$ cat src/perf_event_consts.vh
// Purpose: Constants for the performance event source selector.
// Assumes: Event codes are six bits wide.
// Notes: Definitions only.
`ifndef PERF_EVENT_CONSTS_VH
`define PERF_EVENT_CONSTS_VH
`define EVT_CODE_W 6
`define EVT_FP_OP 6'h22
`define EVT_BP_MATCH0 6'h23
`define EVT_BP_MATCH1 6'h24
`define EVT_BP_MATCH2 6'h25
`define EVT_BP_MATCH3 6'h26
`define EVT_HW_IRQ 6'h27
`define EVT_DATA_ACCESS 6'h28
`define FP_OPS_W 3
`define INC_W 3
`define BP_COUNT 4
`define INC_RST 3'h0
`define BP_PINS_RST 4'h0
`endif

$ cat src/data_access_qualifier.v
// Purpose: Qualifies one pipe's data access report for the access count.
// Assumes: Inputs come from same-clock pipeline logic.
// Notes: One instance per pipe.
`timescale 1ns/1ps
module data_access_qualifier (
  input wire accessValid,
  input wire accessIsIo,
  input wire accessTlbWalk,
  input wire accessIsWrite,
  output wire accessCounts
);
  // Split halves arrive as separate accesses, so each half counts once.
  // Page walk reads and every I/O access are left out.
  assign accessCounts = accessValid & ~accessIsIo &
                        ~(accessTlbWalk & ~accessIsWrite);
endmodule

$ cat src/perf_event_source_select.v
// Purpose: Selects and qualifies event sources for a performance counter.
// Assumes: All event inputs are synchronous pulses on mclk from core logic.
// Notes: The increment output is registered; it lags its events by one cycle.
// Notes on behaviour
// Code 22H counts each floating-point add, subtract, multiply, divide, remainder and root.
// A transcendental instruction counts once per internal add and multiply it performs.
// Ops raising divide-by-zero, negative root, special operand or stack faults are dropped.
// Operations raising any other floating-point exception still count.
// Integer multiplies and other floating-point-unit instructions also count.
// Codes 23H to 26H count matches on debug address registers zero to three.
// Breakpoint matches count whether or not the breakpoint is enabled; the code drops second-pipe code matches while breakpoints are off.
// With breakpoints disabled, second-pipe code matches never count.
// Each match event coincides with the matching bit of the breakpoint match pins.
// Code 27H counts taken maskable and non-maskable hardware interrupts.
// Code 28H counts memory data reads and writes, cache hit or miss.
// Each cycle of a split access counts once.
// Page walk reads and all I/O accesses are left out of the data access count.
// Up to two data access events are added in one clock.
// Each clock the count of the selected source is added and all others are ignored.
`timescale 1ns/1ps
`include "perf_event_consts.vh"
module perf_event_source_select (
  input wire mclk,
  input wire rst_n,
  input wire [`EVT_CODE_W-1:0] eventCode,
  input wire [`FP_OPS_W-1:0] fpOpCount,
  input wire fpOpIsUnitInstr,
  input wire fpFaultDivZero,
  input wire fpFaultNegSqrt,
  input wire fpFaultSpecialOperand,
  input wire fpFaultStack,
  input wire [`BP_COUNT-1:0] bpMatchPipe1,
  input wire [`BP_COUNT-1:0] bpMatchPipe2,
  input wire [`BP_COUNT-1:0] bpMatchPipe2IsCode,
  input wire breakpointsEnabled,
  input wire maskableIrqTaken,
  input wire nmiTaken,
  input wire [1:0] dataAccessValid,
  input wire [1:0] dataAccessIsIo,
  input wire [1:0] dataAccessTlbWalk,
  input wire [1:0] dataAccessIsWrite,
  output reg [`BP_COUNT-1:0] breakpoint_match_pins,
  output reg [`INC_W-1:0] counterIncrement
);
  wire fpExcluded;
  wire [`INC_W-1:0] fpInc;
  wire [`BP_COUNT-1:0] bpMatch;
  wire [1:0] dataCounts;
  wire [`INC_W-1:0] irqInc;
  wire [`INC_W-1:0] dataInc;
  reg [`INC_W-1:0] nxt_counterIncrement;
  reg [`BP_COUNT-1:0] nxt_bpPins;

  // fpOpCount carries several internal operations for transcendentals.
  // Faults other than the four excluded kinds do not block the count.
  assign fpExcluded = fpFaultDivZero | fpFaultNegSqrt |
                      fpFaultSpecialOperand | fpFaultStack;
  assign fpInc = fpExcluded ? {`INC_W{1'b0}} :
                 (fpOpIsUnitInstr ? fpOpCount : {`INC_W{1'b0}});

  genvar gi;
  generate
    for (gi = 0; gi < `BP_COUNT; gi = gi + 1) begin : bp_gen
      // Second-pipe code matches are dropped while breakpoints are off.
      assign bpMatch[gi] = bpMatchPipe1[gi] |
                           (bpMatchPipe2[gi] &
                            (breakpointsEnabled | ~bpMatchPipe2IsCode[gi]));
    end
    for (gi = 0; gi < 2; gi = gi + 1) begin : da_gen
      data_access_qualifier u_qual (
        .accessValid(dataAccessValid[gi]),
        .accessIsIo(dataAccessIsIo[gi]),
        .accessTlbWalk(dataAccessTlbWalk[gi]),
        .accessIsWrite(dataAccessIsWrite[gi]),
        .accessCounts(dataCounts[gi])
      );
    end
  endgenerate

  // Two one-bit events in one cycle give an increment of zero to two.
  function [`INC_W-1:0] pair_sum(input a, input b);
    pair_sum = {{(`INC_W-2){1'b0}}, a & b, a ^ b};
  endfunction

  function [`INC_W-1:0] bit_inc(input a);
    bit_inc = {{(`INC_W-1){1'b0}}, a};
  endfunction

  assign irqInc = pair_sum(maskableIrqTaken, nmiTaken);
  assign dataInc = pair_sum(dataCounts[1], dataCounts[0]);

  always @* begin
    nxt_bpPins = bpMatch;
    case (eventCode)
      `EVT_FP_OP: nxt_counterIncrement = fpInc;
      `EVT_BP_MATCH0: nxt_counterIncrement = bit_inc(bpMatch[0]);
      `EVT_BP_MATCH1: nxt_counterIncrement = bit_inc(bpMatch[1]);
      `EVT_BP_MATCH2: nxt_counterIncrement = bit_inc(bpMatch[2]);
      `EVT_BP_MATCH3: nxt_counterIncrement = bit_inc(bpMatch[3]);
      `EVT_HW_IRQ: nxt_counterIncrement = irqInc;
      `EVT_DATA_ACCESS: nxt_counterIncrement = dataInc;
      default: nxt_counterIncrement = {`INC_W{1'b0}};
    endcase
  end

  // Pins and increment register together so a match and its count align.
  always @(posedge mclk) begin
    if (!rst_n) begin
      counterIncrement <= `INC_RST;
      breakpoint_match_pins <= `BP_PINS_RST;
    end else begin
      counterIncrement <= nxt_counterIncrement;
      breakpoint_match_pins <= nxt_bpPins;
    end
  end
endmodule

$ cat config.mk
export PLATFORM = sky130hd
export DESIGN_NAME = perf_event_source_select
export DESIGN_NICKNAME = d
export VERILOG_FILES = /design/src/data_access_qualifier.v /design/src/perf_event_source_select.v
export VERILOG_INCLUDE_DIRS = /design/src
export SDC_FILE = /design/constraint.sdc
export NUM_CORES = 1
export LEC_CHECK = 0
export BUFFER_PORTS_ARGS = -buffer_cell sky130_fd_sc_hd__buf_2
export CAP_MARGIN = 20
export CORE_ASPECT_RATIO = 1.1
export CORE_UTILIZATION = 30
export CTS_CLUSTER_SIZE = 28
export DETAILED_ROUTE_END_ITERATION = 16
export PLACE_DENSITY_LB_ADDON = 0.25
export SYNTH_ARGS = -nofsm -noshare
export SYNTH_HDL_FRONTEND = slang
export SYNTH_SLANG_ARGS = --single-unit
$ cat constraint.sdc
create_clock -name mclk -period 3.79 [get_ports mclk]
set_input_delay 0.758 -clock mclk [delete_from_list [all_inputs] [get_ports mclk]]
set_output_delay 0.758 -clock mclk [all_outputs]
set_load 0.02 [all_outputs]
# --- Yosys cells after proc, flatten, opt, wreduce, memory -nomap -nowiden ---
# Index checks and enable logic that the tools add are counted.
totals:
  ff_bits: 7
  inputBits: 39
  word_cells: 47
  out_inout_bits: 7
op_classes:
  bitwise: 35
  n_eq_ne: 7
  n_mux: 3
ops:
  columns: ["op", "count"]
  rows:
  - ["$eq 6x6->1 const B", 7]
  - ["$pmux 3 s7", 1]
  - ["$and 1x1->1", 12]
  - ["$or 1x1->1", 11]
  - ["$not 1->1", 10]
  - ["$mux 3", 2]
  - ["$xor 1x1->1", 2]

# --- Longest topological paths before layout ---
depth:
  word_depth: 6
  ltp_mapped: 7
  depth_no_buf: 7

# --- Cells and area by module ---
# A second synthesis with hierarchy kept.
hier_totals:
  cells_unflattened: 45
  area_unflattened_um2: 455.4
by_module_without_submodules:
  columns: ["module", "instances", "area_per_inst_um2", "cells_each", "seq_area_each_um2"]
  rows:
  - ["perf_event_source_select", 1, 402.9, 41, 140.1]
  - ["data_access_qualifier", 2, 26.3, 2, 0.0]

# --- Least setup slack after synthesis ---
# OpenSTA, ideal clock, no wires.
synth_path:
  path_type: "input port to flip-flop"
  start: "in dataAccessTlbWalk[1]"
  end: "reg counterIncrement[0]"
  path_slack_ps: 1992
  cell_stages: 7
  required_ps: 3665
  setup_time_ps: 125
  n_path_buf: 0
  arrival_time_ps: 1672
  cell_sequence: "nor2b_1 > nor3b_1 > ha_1 > nand3_1 > o21ai_0 > nor3_1 > o22ai_1"
synth_between:
  elab_chain_len: 5
synth_lines:
  columns: ["item", "line", "source"]
  rows:
  - ["start, declared", "perf_event_source_select.v:40", "input wire [1:0] dataAccessTlbWalk,"]
  - ["$and 1x1->1", "data_access_qualifier.v:15", "~(accessTlbWalk & ~accessIsWrite);"]
  - ["$not 1->1", "data_access_qualifier.v:15", null]
  - ["$and 1x1->1", "data_access_qualifier.v:14", "assign accessCounts = accessValid & ~accessIsIo &"]
  - ["$xor 1x1->1", "perf_event_source_select.v:82", "pair_sum = {{(`INC_W-2){1'b0}}, a & b, a ^ b};"]
  - ["$pmux 3 s7", "perf_event_source_select.v:94", "case (eventCode)"]
  - ["end signal, assigned", "perf_event_source_select.v:109", "counterIncrement <= `INC_RST;"]
  - ["end signal, assigned", "perf_event_source_select.v:112", "counterIncrement <= nxt_counterIncrement;"]
  - ["end, declared", "perf_event_source_select.v:43", "output reg [`INC_W-1:0] counterIncrement"]
# No other way between the ends.
# A chain may end at the register's enable or synchronous reset.

# --- Final worst setup path ---
layout_path:
  start: "in dataAccessTlbWalk[0]"
  end: "reg counterIncrement[0]"
# The elaborated chain is that of the path after synthesis.

==> run metrics <==
outcome finished, final reports clean; Worst Tran Pin Value about 330 ps; sequential element share of the synthesized area between 20% and 30%; Pleak 0.353 nW; critical path data arrival time roughly 1900 ps; total gr overflow 0; DRC viols 0; maxcap violations 0; setup bufs post-CTS 0; largest net degree at the start of global routing 9; DR vias roughly 570; GRT Total Usage 17.2%; Worst-path clk slew about 50 ps; Worst Hold Endpoint counterIncrement[2]; Rel. slew slack 78.0%; initial antenna violation count 0; CP Launch Type primary input; TritonCTS clock tree done; area of the multi-input gates 320 sq um; endpoints failing hold 0; pwr dens 261 nW/um^2; total die area roughly 1700 sq um; unrepaired setup endpoints after global routing no; number of synthesized flops with an enable pin 0; Worst Min Path Start fpOpCount[2]; post-route cell area around 730 sq um; Critical Path RT just under 4000 ps; TNS Setup 0 ps; ANT nets after route 0; count of pins over their slew limit 0; Max H-tree Level 1; Worst Setup End Kind flop; Top Ports 46; Post-CTS Hold Buffers 0; Chip Height roughly 44 microns; root cell of the clock tree clkbuf_4; register area approximately 140 sq um; critical path class primary input to flop; antenna cells 0; VDD IR max approximately 0.085 mV; Rows 14; Initial Util between 30 and 40%; die width 39.8 microns; Layout fillers between 150 and 200; Hold Crit Class primary input to flop; Post-CTS Resized 0; Syn Area/Cell between 7 and 8 sq um; drt first-iter violations 1; setup violators final 0; FFs w/ async S/R, synth 0%; Max FO, Critical Path 1; drt pass-1 iters 2; post-detail-place hpwl 1040 microns; period utilization 45.3%; f_max approximately 580 MHz; Tmin final between 1500 and 2000 ps; worst-case clock buffer depth 2; prevailing post-synth register cell dfxtp_1; Core Area between 1000 and 1500 sq um; first-pass GRT wire length roughly 2100 microns; Hold Path Depth 2; DP Area roughly 710 sq um; GPL Wtd Cong ~0.84; Power Total around 0.19 mW; Synth warnings 0; Final #Nets approximately 150; Layout area overhead 55.2%; Routed WL per cell about 9.4 microns; syn_nets 100; Sink Count 7; Netlist cell types 22; total wire length about 1200 microns; share of layout cells above drive strength 1 a little under half; vias per cell 4.65; input/output buffers 45; number of synthesized register bits 7; Syn Inst Count just under 60; post-synthesis cell area 472 sq um; vias in the first global route around 560; cts bufs inserted 3
-- state kept, by name (all words and copies together) (netlist names) --
register,count
breakpoint_match_pins,4
counterIncrement,3
-- logic make-up after synthesis --
logic type | after synthesis | synth area share [%]
DFF | 7 | 29.7
buffers and inverters | 1 | 2.39
AOI/OAI and AO/OA | 11 | 15.4
adders and majority gates | 2 | 5.30
and+or+nand+nor | 38 | 47.2
-- cell usage in the layout, fill, tap and decap left out --
cell type	instances
nor4b_2	1
clkbuf_1	1
a2111oi_2	1
buf_2	45
nor2b_1	7
nor3_1	1
a21oi_1	5
nor4_1	1
ha_1	2
o21ai_0	1
dfxtp_1	7
nand2b_1	4
and4bb_1	1
clkbuf_4	3
a211oi_1	1
o21bai_1	1
a31oi_1	1
nand3_1	5
o22ai_1	1
nor3b_2	1
and3_1	1
nor3b_1	3
nor2_1	6
nand2_1	7
-- per-stage QoR --
| stage | instances | hold slack [ps] | util, % | setup slack, ps |
|---|---|---|---|---|
| after floorplan | 59 | 886 | - | 1990 |
| after global placement | 119 | 987 | 49.7 | 1850 |
| after detailed placement | 119 | 987 | 49.7 | 1790 |
| after CTS | 123 | 723 | 51.6 | 2060 |
| after global routing | 123 | 738 | 51.6 | 1900 |
| final | 123 | 728 | 51.6 | 2070 |
-- routing by layer --
metal | part of all wire [%] | routed length [microns] | vias up | global-route usage, %
met2 | 54 | 624 | 20 | 27.9
met5 | 0 | 0 | - | 0
li1 | - | - | 307 | -
met1 | 41 | 477 | 245 | 20.3
met3 | 4.9 | 57 | 0 | 3.08
met4 | 0 | 0 | 0 | 10.3
-- Yosys cell counts, types with 2 or more instances --
library cell	count	area [sq um]
nor3b_1	3	22.5
ha_1	2	25.0
nand2b_1	4	25.0
nor2_1	6	22.5
nand3_1	5	25.0
nor2b_1	7	43.8
a21oi_1	5	25.0
nand2_1	7	26.3
dfxtp_1	7	140
-- report_power, final --
part | switching [mW] | total, mW | leakage, nW | internal (mW)
clock network | 0.0261 | 0.0662 | 0.0150 | 0.0401
registers | 0.000463 | 0.0772 | 0.0577 | 0.0768
logic | 0.0224 | 0.0475 | 0.280 | 0.0251
total | 0.0489 | 0.191 | 0.353 | 0.142
-- critical path: stages --
cell     delay [ps]
buf_2            90
nor2b_1         110
nor3b_1         190
ha_1            260
nand3_1          70
o21ai_0          70
nor3_1          190
o22ai_1         100
-- final cells by class --
class	instances	area share (%)
clock buffer	4	3.59
sequential	7	19.1
timing repair buffer	45	30.8
tap	16	2.74
multi-input combinational	51	43.8
-- worst max path at each step --
stage	startpoint	endpoint	slack [ps]	cells after the start
floorplan	dataAccessTlbWalk[1]	counterIncrement[0]	1990	7
global placement	dataAccessTlbWalk[1]	counterIncrement[0]	1850	8
detailed placement	dataAccessTlbWalk[0]	counterIncrement[0]	1790	8
CTS	dataAccessTlbWalk[0]	counterIncrement[0]	2060	8
global route	dataAccessTlbWalk[1]	counterIncrement[0]	1900	8
finish	dataAccessTlbWalk[0]	counterIncrement[0]	2070	8
No activity file was read; power rests on OpenSTA's default activity.
